File: config.mk
export PLATFORM = sky130hd
export DESIGN_NAME = qbpp_port_pair
export DESIGN_NICKNAME = d
export VERILOG_FILES = /design/src/rtl/qbpp_pkg.sv /design/src/rtl/qbpp_port_pair.sv
export SDC_FILE = /design/constraint.sdc
export NUM_CORES = 1
export LEC_CHECK = 0
export BUFFER_PORTS_ARGS = -buffer_cell sky130_fd_sc_hd__buf_2
export CORE_ASPECT_RATIO = 1.25
export CORE_MARGIN = 2
export CORE_UTILIZATION = 45
export CTS_BUF_LIST = sky130_fd_sc_hd__clkbuf_8
export CTS_CLUSTER_SIZE = 40
export DETAILED_ROUTE_END_ITERATION = 8
export PLACE_DENSITY = 0.78
export SYNTH_ARGS = -nofsm -noshare
export SYNTH_HDL_FRONTEND = slang
export SYNTH_SLANG_ARGS = --single-unit
File: constraint.sdc
create_clock -name clk -period 1.2 [get_ports clk]
set_input_delay 0.06 -clock clk [delete_from_list [all_inputs] [get_ports clk]]
set_output_delay 0.06 -clock clk [all_outputs]
set_load 0.05 [all_outputs]
File: src/rtl/qbpp_pkg.sv
package qbpp_pkg;

  localparam int unsigned PORT_W = 8;
  localparam int unsigned IRQ_N = 4;

  // timing of the momentary strong high driver
  localparam int unsigned CLK_PERIOD_PS = 4000;
  localparam int unsigned STRONG_HIGH_PS = 8000;
  localparam int unsigned STRONG_HIGH_CYC_I =
    (STRONG_HIGH_PS + CLK_PERIOD_PS - 1) / CLK_PERIOD_PS;
  localparam int unsigned BOOST_W = 2;
  localparam logic [BOOST_W-1:0] STRONG_HIGH_CYC =
    (STRONG_HIGH_CYC_I < 1) ? BOOST_W'(1) : BOOST_W'(STRONG_HIGH_CYC_I);

  // first-port bit positions of the alternate functions
  localparam int unsigned BIT_TIMER_TWO_IO = 0;
  localparam int unsigned BIT_TIMER_TWO_CAPTURE = 1;
  localparam int unsigned BIT_SERIAL_B_RX = 2;
  localparam int unsigned BIT_SERIAL_B_TX = 3;
  localparam int unsigned BIT_IRQ_BASE = 4;

  // pending vector order and edge sense, bit i maps to port bit BIT_IRQ_BASE+i
  localparam int unsigned IRQ_RISE_A = 0;
  localparam int unsigned IRQ_FALL_A = 1;
  localparam int unsigned IRQ_RISE_B = 2;
  localparam int unsigned IRQ_FALL_B = 3;
  localparam logic [IRQ_N-1:0] IRQ_RISING = 4'h5;

  // reset values
  localparam logic [PORT_W-1:0] LATCH_RST = 8'hFF;
  localparam logic [PORT_W-1:0] PINS_RST = 8'hFF;
  localparam logic [IRQ_N-1:0] SYNC_RST = 4'hF;
  localparam logic [IRQ_N-1:0] PEND_RST = 4'h0;
  localparam logic [BOOST_W-1:0] BOOST_RST = 2'h0;

  // drive state of one 8-bit quasi-bidirectional port
  typedef struct packed {
    logic [PORT_W-1:0] out;
    logic [PORT_W-1:0] oe;
    logic [PORT_W-1:0] weak_pu;
  } qbpp_drive_t;

  typedef struct packed {
    logic [PORT_W-1:0] latch;
    logic [PORT_W-1:0] prev_eff;
    logic [PORT_W-1:0][BOOST_W-1:0] boost;
    logic [PORT_W-1:0] pins;
    qbpp_drive_t drv;
  } qbpp_port_t;

  typedef struct packed {
    qbpp_port_t a;
    qbpp_port_t b;
    logic [IRQ_N-1:0] sync1;
    logic [IRQ_N-1:0] sync2;
    logic [IRQ_N-1:0] sync3;
    logic [IRQ_N-1:0] pend;
  } qbpp_state_t;

  // result of one bit's drive step
  typedef struct packed {
    logic out;
    logic oe;
    logic weak_pu;
    logic [BOOST_W-1:0] boost;
  } qbpp_bit_t;

endpackage

File: src/rtl/qbpp_port_pair.sv
`timescale 1ns/1ps
`default_nettype none

module qbpp_port_pair (
  input wire logic clk,
  input wire logic srst,
  input wire logic clk_en,
  input wire logic port_a_wr,
  input wire logic [7:0] port_a_wdata,
  input wire logic port_b_wr,
  input wire logic [7:0] port_b_wdata,
  output logic [7:0] port_a_latch,
  output logic [7:0] port_a_read,
  output logic [7:0] port_b_latch,
  output logic [7:0] port_b_read,
  input wire logic timer_two_io_drive,
  input wire logic serial_b_transmit,
  output logic timer_two_io,
  output logic timer_two_capture_trigger,
  output logic serial_b_receive,
  input wire logic ext_access,
  input wire logic [7:0] high_address_byte,
  input wire logic [3:0] irq_clear,
  output logic [3:0] irq_pending,
  input wire logic [7:0] port_a_pin_in,
  output logic [7:0] port_a_pin_out,
  output logic [7:0] port_a_pin_oe,
  output logic [7:0] port_a_weak_pu,
  input wire logic [7:0] port_b_pin_in,
  output logic [7:0] port_b_pin_out,
  output logic [7:0] port_b_pin_oe,
  output logic [7:0] port_b_weak_pu
);

  qbpp_pkg::qbpp_state_t state_q;
  qbpp_pkg::qbpp_state_t state_d;
  logic [7:0] alt_a;
  logic [7:0] eff_a;
  logic [7:0] eff_b;
  logic [7:0] force_b;
  logic [3:0] irq_pins;
  logic [3:0] edge_hit;

  // one bit of quasi-bidirectional drive, shared by both ports
  function automatic qbpp_pkg::qbpp_bit_t qb_step(
    input logic eff,
    input logic prev,
    input logic [qbpp_pkg::BOOST_W-1:0] boost,
    input logic forced
  );
    qbpp_pkg::qbpp_bit_t r;
    r.out = eff;
    r.oe = 1'b0;
    r.weak_pu = eff;
    r.boost = qbpp_pkg::BOOST_RST;
    if (forced)
    begin
      // address phase drives hard both ways, no pullup reliance
      r.oe = 1'b1;
    end
    else if (!eff)
    begin
      r.oe = 1'b1;
      r.weak_pu = 1'b0;
    end
    else if (!prev)
    begin
      r.oe = 1'b1;
      r.boost = qbpp_pkg::STRONG_HIGH_CYC - qbpp_pkg::BOOST_W'(1);
    end
    else if (boost != qbpp_pkg::BOOST_RST)
    begin
      r.oe = 1'b1;
      r.boost = boost - qbpp_pkg::BOOST_W'(1);
    end
    else
    begin
      // released: weak pullup only, pin readable as input
      r.oe = 1'b0;
    end
    return r;
  endfunction

  // peripherals gate the latch low, as a shared wired-and output
  always_comb
  begin
    alt_a = 8'hFF;
    alt_a[qbpp_pkg::BIT_TIMER_TWO_IO] = timer_two_io_drive;
    alt_a[qbpp_pkg::BIT_SERIAL_B_TX] = serial_b_transmit;
  end

  assign eff_a = state_q.a.latch & alt_a;
  assign force_b = ext_access ? 8'hFF : 8'h00;
  assign eff_b = ext_access ? high_address_byte : state_q.b.latch;
  assign irq_pins = port_a_pin_in[qbpp_pkg::BIT_IRQ_BASE +: qbpp_pkg::IRQ_N];

  // rising for irq 0 and 2, falling for irq 1 and 3
  always_comb
  begin
    for (int i = 0; i < qbpp_pkg::IRQ_N; i++)
    begin
      if (qbpp_pkg::IRQ_RISING[i])
      begin
        edge_hit[i] = state_q.sync2[i] & ~state_q.sync3[i];
      end
      else
      begin
        edge_hit[i] = ~state_q.sync2[i] & state_q.sync3[i];
      end
    end
  end

  always_comb
  begin
    qbpp_pkg::qbpp_bit_t ra;
    qbpp_pkg::qbpp_bit_t rb;
    ra = '0;
    rb = '0;
    state_d = state_q;
    if (port_a_wr)
    begin
      state_d.a.latch = port_a_wdata;
    end
    if (port_b_wr)
    begin
      state_d.b.latch = port_b_wdata;
    end
    state_d.a.prev_eff = eff_a;
    state_d.b.prev_eff = eff_b;
    for (int i = 0; i < qbpp_pkg::PORT_W; i++)
    begin
      ra = qb_step(eff_a[i], state_q.a.prev_eff[i], state_q.a.boost[i], 1'b0);
      rb = qb_step(eff_b[i], state_q.b.prev_eff[i], state_q.b.boost[i], force_b[i]);
      state_d.a.drv.out[i] = ra.out;
      state_d.a.drv.oe[i] = ra.oe;
      state_d.a.drv.weak_pu[i] = ra.weak_pu;
      state_d.a.boost[i] = ra.boost;
      state_d.b.drv.out[i] = rb.out;
      state_d.b.drv.oe[i] = rb.oe;
      state_d.b.drv.weak_pu[i] = rb.weak_pu;
      state_d.b.boost[i] = rb.boost;
    end
    // pins are synchronous; one register stage gives clean read data
    state_d.a.pins = port_a_pin_in;
    state_d.b.pins = port_b_pin_in;
    state_d.sync1 = irq_pins;
    state_d.sync2 = state_q.sync1;
    state_d.sync3 = state_q.sync2;
    // a new edge beats a clear in the same cycle
    state_d.pend = (state_q.pend & ~irq_clear) | edge_hit;
  end

  always_ff @(posedge clk)
  begin
    if (srst)
    begin
      state_q.a.latch <= qbpp_pkg::LATCH_RST;
      state_q.b.latch <= qbpp_pkg::LATCH_RST;
      state_q.a.prev_eff <= qbpp_pkg::LATCH_RST;
      state_q.b.prev_eff <= qbpp_pkg::LATCH_RST;
      state_q.a.boost <= '0;
      state_q.b.boost <= '0;
      state_q.a.pins <= qbpp_pkg::PINS_RST;
      state_q.b.pins <= qbpp_pkg::PINS_RST;
      state_q.a.drv.out <= qbpp_pkg::LATCH_RST;
      state_q.a.drv.oe <= '0;
      state_q.a.drv.weak_pu <= qbpp_pkg::LATCH_RST;
      state_q.b.drv.out <= qbpp_pkg::LATCH_RST;
      state_q.b.drv.oe <= '0;
      state_q.b.drv.weak_pu <= qbpp_pkg::LATCH_RST;
      // syncs start high so a pulled-up pin gives no false edge at release
      state_q.sync1 <= qbpp_pkg::SYNC_RST;
      state_q.sync2 <= qbpp_pkg::SYNC_RST;
      state_q.sync3 <= qbpp_pkg::SYNC_RST;
      state_q.pend <= qbpp_pkg::PEND_RST;
    end
    else if (clk_en)
    begin
      state_q <= state_d;
    end
  end

  assign port_a_latch = state_q.a.latch;
  assign port_b_latch = state_q.b.latch;
  assign port_a_read = state_q.a.pins;
  assign port_b_read = state_q.b.pins;
  assign timer_two_io = state_q.a.pins[qbpp_pkg::BIT_TIMER_TWO_IO];
  assign timer_two_capture_trigger = state_q.a.pins[qbpp_pkg::BIT_TIMER_TWO_CAPTURE];
  assign serial_b_receive = state_q.a.pins[qbpp_pkg::BIT_SERIAL_B_RX];
  assign irq_pending = state_q.pend;
  assign port_a_pin_out = state_q.a.drv.out;
  assign port_a_pin_oe = state_q.a.drv.oe;
  assign port_a_weak_pu = state_q.a.drv.weak_pu;
  assign port_b_pin_out = state_q.b.drv.out;
  assign port_b_pin_oe = state_q.b.drv.oe;
  assign port_b_weak_pu = state_q.b.drv.weak_pu;

endmodule

`default_nettype wire

# After elaboration in Yosys (flattened, before gate mapping)
# Index checks and enable logic that the tools add are counted.
totals:
  regBits: 128
  inputBits: 52
  out_inout_bits: 87
op_classes:
  addsub: 16
  n_mux: 130
  bitwise: 12
  n_reduce_logical: 18
op_table:
  columns: ["operator", "count"]
  rows:
  - ["2-to-1 mux 2 bit", 48]
  - ["2-to-1 mux 1 bit", 72]
  - ["nonzero test 2 bit", 16]
  - ["subtractor 2 x 1 -> 2 bit, second input constant", 16]
  - ["2-to-1 mux 3 bit", 8]
  - ["2-to-1 mux 8 bit", 2]
  - ["bitwise AND 8 bit", 1]
  - ["bitwise AND 1 bit", 4]
  - ["bitwise AND 4 bit", 1]
  - ["NOT 1 bit", 4]
  - ["NOT 4 bit", 1]
  - ["OR 4 bit", 1]
  - ["AND reduction 2 bit", 2]

# Longest topological paths before layout
# Gate-level depths: netlist (run 1).
logic_depth:
  ltp_word: 5
  mapped_depth: 5
  depth_no_buf: 3

# Least setup slack after synthesis (run 1)
# Ideal clock, no wire load.
synth_path:
  path_kind: "flip-flop to output port"
  startpoint: "reg state_q (netlist bit port_a_read[0])"
  endpoint: "out port_a_read[0]"
  t_arrival_ps: 912
  t_required_ps: 1140
  path_slack_ps: 228
  path_stages_with_launch: 2
  n_path_buf: 1
  path_cell_list: "dfxtp_1 -> buf_4"
synth_lines:
  columns: ["item", "line_no", "text"]
  rows:
  - ["start: declaration", "qbpp_port_pair.sv:35", "qbpp_pkg::qbpp_state_t state_q;"]
  - ["start signal: assignment", "qbpp_port_pair.sv:179", "state_q <= state_d;"]
  - ["end: declaration", "qbpp_port_pair.sv:13", "output logic [7:0] port_a_read,"]
# No word-level cell between the ends.

# Worst setup path in the final report (run 1)
layout_path:
  startpoint: "reg state_q (netlist bit port_b_latch[6])"
  endpoint: "out port_b_latch[6]"
layout_lines:
  columns: ["item", "line_no", "text"]
  rows:
  - ["end: declaration", "qbpp_port_pair.sv:14", "output logic [7:0] port_b_latch,"]
# No word-level cell between the ends.

==> flow_metrics.tcl, run 1 <==
set metrics [dict create \
    outcome "completed" \
    clkTransAtPathRegs_ns 0.10 \
    dieHeight_um 120 \
    critPathLaunchType "register" \
    multi_input_area_mm2 0.00184 \
    placement.io_buffers 138 \
    fill_cells 933 \
    path_buf_inv 1 \
    cp-startpoint "port_b_latch[6]" \
    die_w_um 96.6 \
    core_mm2 0.0105 \
    clockRootBuffer "clkbuf_8" \
    synth_area_per_cell_um2 8.93 \
    drive_gt1_share_pct 28.0 \
    critPathKind "reg2out" \
    post-route-drc-count 0 \
    num_rows 42 \
    avgRoutedWirePerCell_um 13.9 \
    hold_class "in2reg" \
    synth_warnings 0 \
    yosys.cell_types.count 35 \
    die_area_mm2 0.0116 \
    place_worst_setup_slack_ns 0.123 \
    finalPower_uw 7780 \
    ys_seq_area_share_pct 44.8 \
    worstPathRequired_ns 1.14 \
    place_hpwl_mm 7.03 \
    diodes 0 \
    ctsHtreeMaxLevel 3 \
    initial_core_util_pct 45.9 \
    fin_crit_sh_pct 98.3 \
    drt_iter0_drc 173 \
    io_pins 139 \
    antenna_found_initial 0 \
    grt_pass1_wl_mm 17.1 \
    syn_area_mm2 0.00482 \
    cts.sinks 108 \
    cap_violations 0 \
    cts_buffer_depth 2 \
    syn_inst 540 \
    clock_skew_ns 0.00653 \
    routed_via_density 5.19 \
    setup_viol 0 \
    postCtsSetupBuffers 0 \
    finalWorstSetupSlack_ns 0.0201 \
    power.density_mw_per_mm2 1360 \
    overflow 0 \
    slew_violations 0 \
    cts_tree "built" \
    r2r_start "port_b_latch[2]" \
    cts-buffers-inserted 9 \
    clock_latency_ns 0.36 \
    grt_pass1_vias 3628 \
    area_growth_pct 18.8 \
    worst-slew-pin-transition_ns 0.464 \
    grt_usage_pct 17.8 \
    synth-seq-cells 108 \
    r2r_cells 3 \
    seq_area_mm2 0.00217 \
    final_nets 683 \
    dp_cells 708 \
    grt_max_degree 54 \
    power_leakage_uw 0.00252 \
    path_cells "buf_2" \
    worstPathArrival_ns 1.12 \
    min-delay-start "irq_clear[2]" \
    period_minus_slack_ns 1.18 \
    drtAntennaViolNets 0 \
    fin_util_pct 54.5 \
    wl_mm 10.7 \
    min_path_cells 4 \
    path_depth 1 \
    fin_cells 768 \
    crit_slowest_cell "dfxtp_1" \
    finalHoldViolations 0 \
    max_stage_delay_ns 0.45 \
    vdd.ir_drop.worst_mv 0.700 \
    vias 3988 \
    drtPass1Iterations 6 \
    relSlewSlack_pct 68.9 \
    syn_nets 592 \
    crit_path_end_kind "primary output" \
    crit_family "flip-flops" \
    cp_max_fo 5 \
    gp_congestion 0.826 \
    fmax_ghz 0.848 \
]
==> where the power goes <==
group          switching [µW]  internal (µW)  total [µW]
combinational            1100            535        1640
clock                    1200           1020        2220
sequential                159           3760        3920
total                    2460           5320        7780
==> routing by layer <==
| layer | up-vias | track usage [%] | routed length, µm |
|---|---|---|---|
| li1 | 1954 | - | - |
| met1 | 1881 | 21.4 | 4430 |
| met2 | 140 | 31.2 | 5440 |
| met3 | 13 | 4.08 | 646 |
| met4 | 0 | 6.16 | 165 |
| met5 | - | 0 | 0 |
==> flip-flops by register name (all words and copies together) (netlist names) <==
register	count
irq_pending	4
port_a_latch	8
port_a_pin_oe	8
port_a_pin_out	8
port_a_read	8
port_b_latch	8
port_b_pin_oe	8
port_b_pin_out	8
port_b_read	8
state_d	4
state_q	36
==> final timing paths <==
kind                           to  slack [ns]
setup reg to reg      state_q[53]        0.15
hold reg to reg       state_q[55]        0.46
hold / removal     irq_pending[2]        0.02
setup / recovery  port_b_latch[6]        0.02
==> placed cells by master, fill, tap and decap left out, types with 2 or more instances in the layout <==
| master | instances |
|---|---|
| a32o_1 | 7 |
| clkbuf_8 | 10 |
| a311oi_2 | 2 |
| buf_2 | 120 |
| dfxtp_2 | 6 |
| nand2_1 | 67 |
| a311oi_1 | 5 |
| dlygate4sd3_1 | 44 |
| o22ai_1 | 6 |
| buf_4 | 10 |
| a211oi_1 | 10 |
| and3b_1 | 7 |
| nand2b_1 | 20 |
| and3_1 | 6 |
| nand4_1 | 3 |
| nand4b_1 | 6 |
| dfxtp_1 | 102 |
| nor2_1 | 26 |
| o211ai_1 | 2 |
| a32oi_1 | 2 |
| inv_1 | 13 |
| nor3b_1 | 3 |
| mux2i_1 | 29 |
| clkbuf_4 | 15 |
| a211oi_2 | 2 |
| buf_12 | 4 |
| a21oi_1 | 17 |
| nor3_1 | 10 |
| a21o_1 | 6 |
| nand3_1 | 51 |
| a41o_1 | 2 |
| nand3b_1 | 2 |
| o21ai_0 | 10 |
==> area by class of cell <==
type / instances / area share (%)
inverters: 13 / 0.851
well taps: 132 / 2.88
multi-input cells: 306 / 32.1
flip-flops and latches: 108 / 37.9
clock inverters: 6 / 1.11
clock buffers: 10 / 2.40
repair buffers: 193 / 22.8
==> synth_stat cells <==
master / instances / area, µm²
a211oi_2: 2 / 25.0
a31o_2: 1 / 8.76
a41o_1: 2 / 20.0
buf_4: 86 / 646
nand4b_1: 6 / 52.6
nor2_1: 26 / 97.6
inv_1: 12 / 45.0
a311oi_1: 5 / 43.8
a32oi_1: 2 / 17.5
nor3_1: 10 / 50.1
a311oi_2: 2 / 30.0
nand2_1: 67 / 251
o21ai_0: 10 / 50.1
nand2b_1: 20 / 125
buf_2: 19 / 95.1
nand3b_1: 2 / 15.0
nand3_1: 51 / 255
a21o_1: 6 / 45.0
a211oi_1: 10 / 75.1
nand4_1: 3 / 18.8
nor3b_1: 3 / 22.5
inv_2: 1 / 3.75
o22ai_1: 6 / 37.5
dfxtp_1: 108 / 2160
nor3b_2: 1 / 12.5
and3b_1: 7 / 61.3
o211ai_1: 2 / 15.0
mux2i_1: 29 / 290
a32o_1: 7 / 70.1
nor2b_1: 2 / 12.5
and3_1: 6 / 37.5
a21oi_1: 17 / 85.1
buf_6: 1 / 11.3
clkbuf_1: 7 / 26.3
o211a_1: 1 / 10.0
==> repair_timing <==
action	4_1_cts	5_1_grt
resized for setup	2	22
setup endpoints to repair	2	18
endpoints found under the hold margin	48	0
hold buffers	44	0
==> cells by family (layout without fill, tap and decap cells) <==
family	count (synthesis)	count (layout)	synth area share (%)
simple gates	204	204	21.0
buf+inv	126	222	17.1
flops	108	108	44.8
compound gates	73	73	11.0
mux	29	29	6.02
==> through the flow <==
stage / instance area [µm²] / hold WS, ns / TNS, ns
floorplan: 4820 / 0.188 / 0
global placement: 5040 / 0.276 / 0
detailed placement: 5040 / 0.281 / 0
CTS: 5680 / 0.00169 / 0
global route: 5730 / 0.0304 / -0.0316
finish: 5730 / 0.0207 / 0
(Power assumes the default switching activity.)
==> run 2, diff against run 1 <==
--- a/config.mk
+++ b/config.mk
@@ -12,7 +12,7 @@
 export CTS_BUF_LIST = sky130_fd_sc_hd__clkbuf_8
 export CTS_CLUSTER_SIZE = 40
 export DETAILED_ROUTE_END_ITERATION = 8
-export PLACE_DENSITY = 0.78
+export PLACE_DENSITY = 0.72
 export SYNTH_ARGS = -nofsm -noshare
 export SYNTH_HDL_FRONTEND = slang
 export SYNTH_SLANG_ARGS = --single-unit
==> run 2 against run 1 <==
Compared with the run above:
- maximum frequency grew 2.7%
- via count is 1.5% lower
- die area did not move
- critical path type unchanged
- critical endpoint is now port_a_pin_out[0]
==> flow_metrics.tcl, run 2 (synthesized netlist as in run 1, its figures left out) <==
set metrics [dict create \
    avgRoutedWirePerCell_um 13.9 \
    multi_input_area_mm2 0.00184 \
    fin_crit_sh_pct 95.8 \
    drt_iter0_drc 120 \
    critPathLaunchType "register" \
    crit_path_end_kind "primary output" \
    grt_max_degree 50 \
    area_growth_pct 19.2 \
    num_rows 42 \
    cp_max_fo 6 \
    worstPathRequired_ns 1.14 \
    clkTransAtPathRegs_ns 0.09 \
    grt_pass1_wl_mm 17.1 \
    initial_core_util_pct 45.9 \
    postCtsSetupBuffers 0 \
    post-route-drc-count 0 \
    path_buf_inv 1 \
    power_leakage_uw 0.00254 \
    largest-register "state_q" \
    r2r_start "port_b_latch[7]" \
    fmax_ghz 0.870 \
    core_mm2 0.0105 \
    place_hpwl_mm 6.95 \
    finalHoldViolations 0 \
    placement.io_buffers 138 \
    die_area_mm2 0.0116 \
    diodes 0 \
    clock_latency_ns 0.36 \
    rsz0062_at_grt "true" \
    final_cell_mix "buf_2 (121), dfxtp_1 (105), nand2_1 (67)" \
    period_minus_slack_ns 1.15 \
    vdd.ir_drop.worst_mv 0.672 \
    outcome "completed" \
    overflow 0 \
    final_nets 683 \
    seq_area_mm2 0.00217 \
    drtPass1Iterations 4 \
    power.density_mw_per_mm2 1390 \
    worst-slew-pin-transition_ns 0.448 \
    ctsHtreeMaxLevel 3 \
    cap_violations 0 \
    antenna_found_initial 0 \
    fin_util_pct 54.7 \
    dieHeight_um 120 \
    largest_reg_flops 36 \
    relSlewSlack_pct 70.0 \
    fill_cells 979 \
    grt_usage_pct 17.8 \
    hold_class "in2reg" \
    finalPower_uw 8000 \
    clockRootBuffer "clkbuf_8" \
    cts_buffer_depth 2 \
    path_cells "buf_2" \
    critPathKind "reg2out" \
    wl_mm 10.7 \
    slew_violations 0 \
    drtAntennaViolNets 0 \
    worstPathArrival_ns 1.09 \
    grt_pass1_vias 3654 \
    io_pins 139 \
    r2r_setup_slack_ns 0.16 \
    gp_congestion 0.753 \
    cp-startpoint "port_a_pin_out[0]" \
    crit_family "flip-flops" \
    die_w_um 96.6 \
    max_stage_delay_ns 0.44 \
    tns_ns 0 \
    crit_slowest_cell "dfxtp_1" \
    final_common_cell "buf_2" \
    clock_skew_ns 0.0117 \
    min-delay-start "high_address_byte[5]" \
    vias 3930 \
    cts-buffers-inserted 9 \
    cts_tree "built" \
    setup_viol 0 \
    routed_via_density 5.12 \
    cts.sinks 108 \
    drive_gt1_share_pct 27.5 \
]
run 2: path summary, 6_finish.rpt:
check                           cells past startpoint                 to
worst max-delay path                                1  port_a_pin_out[0]
worst min-delay path                                3  port_b_pin_out[5]
worst max register to register                      3        state_q[63]
worst min register to register                      2        state_q[51]
run 2: area by class of cell:
| type | count | share of cell area (%) |
|---|---|---|
| clock buffers | 11 | 2.63 |
| clock inverters | 5 | 1.33 |
| inverters | 13 | 0.849 |
| multi-input cells | 306 | 32.0 |
| flip-flops and latches | 108 | 37.7 |
| well taps | 132 | 2.87 |
| repair buffers | 193 | 22.7 |
run 2: routing by layer:
metal  share of wire [%]  vias to the layer above  track usage [%]
li1                    -                     1951                -
met1                  42                     1851             21.2
met2                  51                      113             31.4
met3                 5.2                       15             4.25
met4                 1.6                        0             6.16
met5                   0                        -                0
run 2: timing repair:
item                                    in CTS  in global routing
hold buffers                                43                  0
gates resized for setup                      0                 22
endpoints found under the hold margin       46                  0
endpoints found under the setup margin       0                 21
run 2: per-stage QoR:
step / hold WS [ns] / instances / cell area, µm² / setup slack, ns
2_1_floorplan: 0.188 / 540 / 4820 / 0.228
3_3_place_gp: 0.275 / 709 / 5040 / 0.168
3_5_place_dp: 0.281 / 709 / 5040 / 0.118
4_1_cts: 0.00776 / 768 / 5700 / 0.0117
5_1_grt: 0.0315 / 768 / 5750 / -0.0157
6_report: 0.0198 / 768 / 5750 / 0.0509
run 2: power breakdown:
part	internal (µW)	switching, µW	total (µW)	leakage (µW)
clock network	1280	1160	2440	0.000122
registers	3760	159	3920	0.000886
logic	535	1110	1640	0.00153
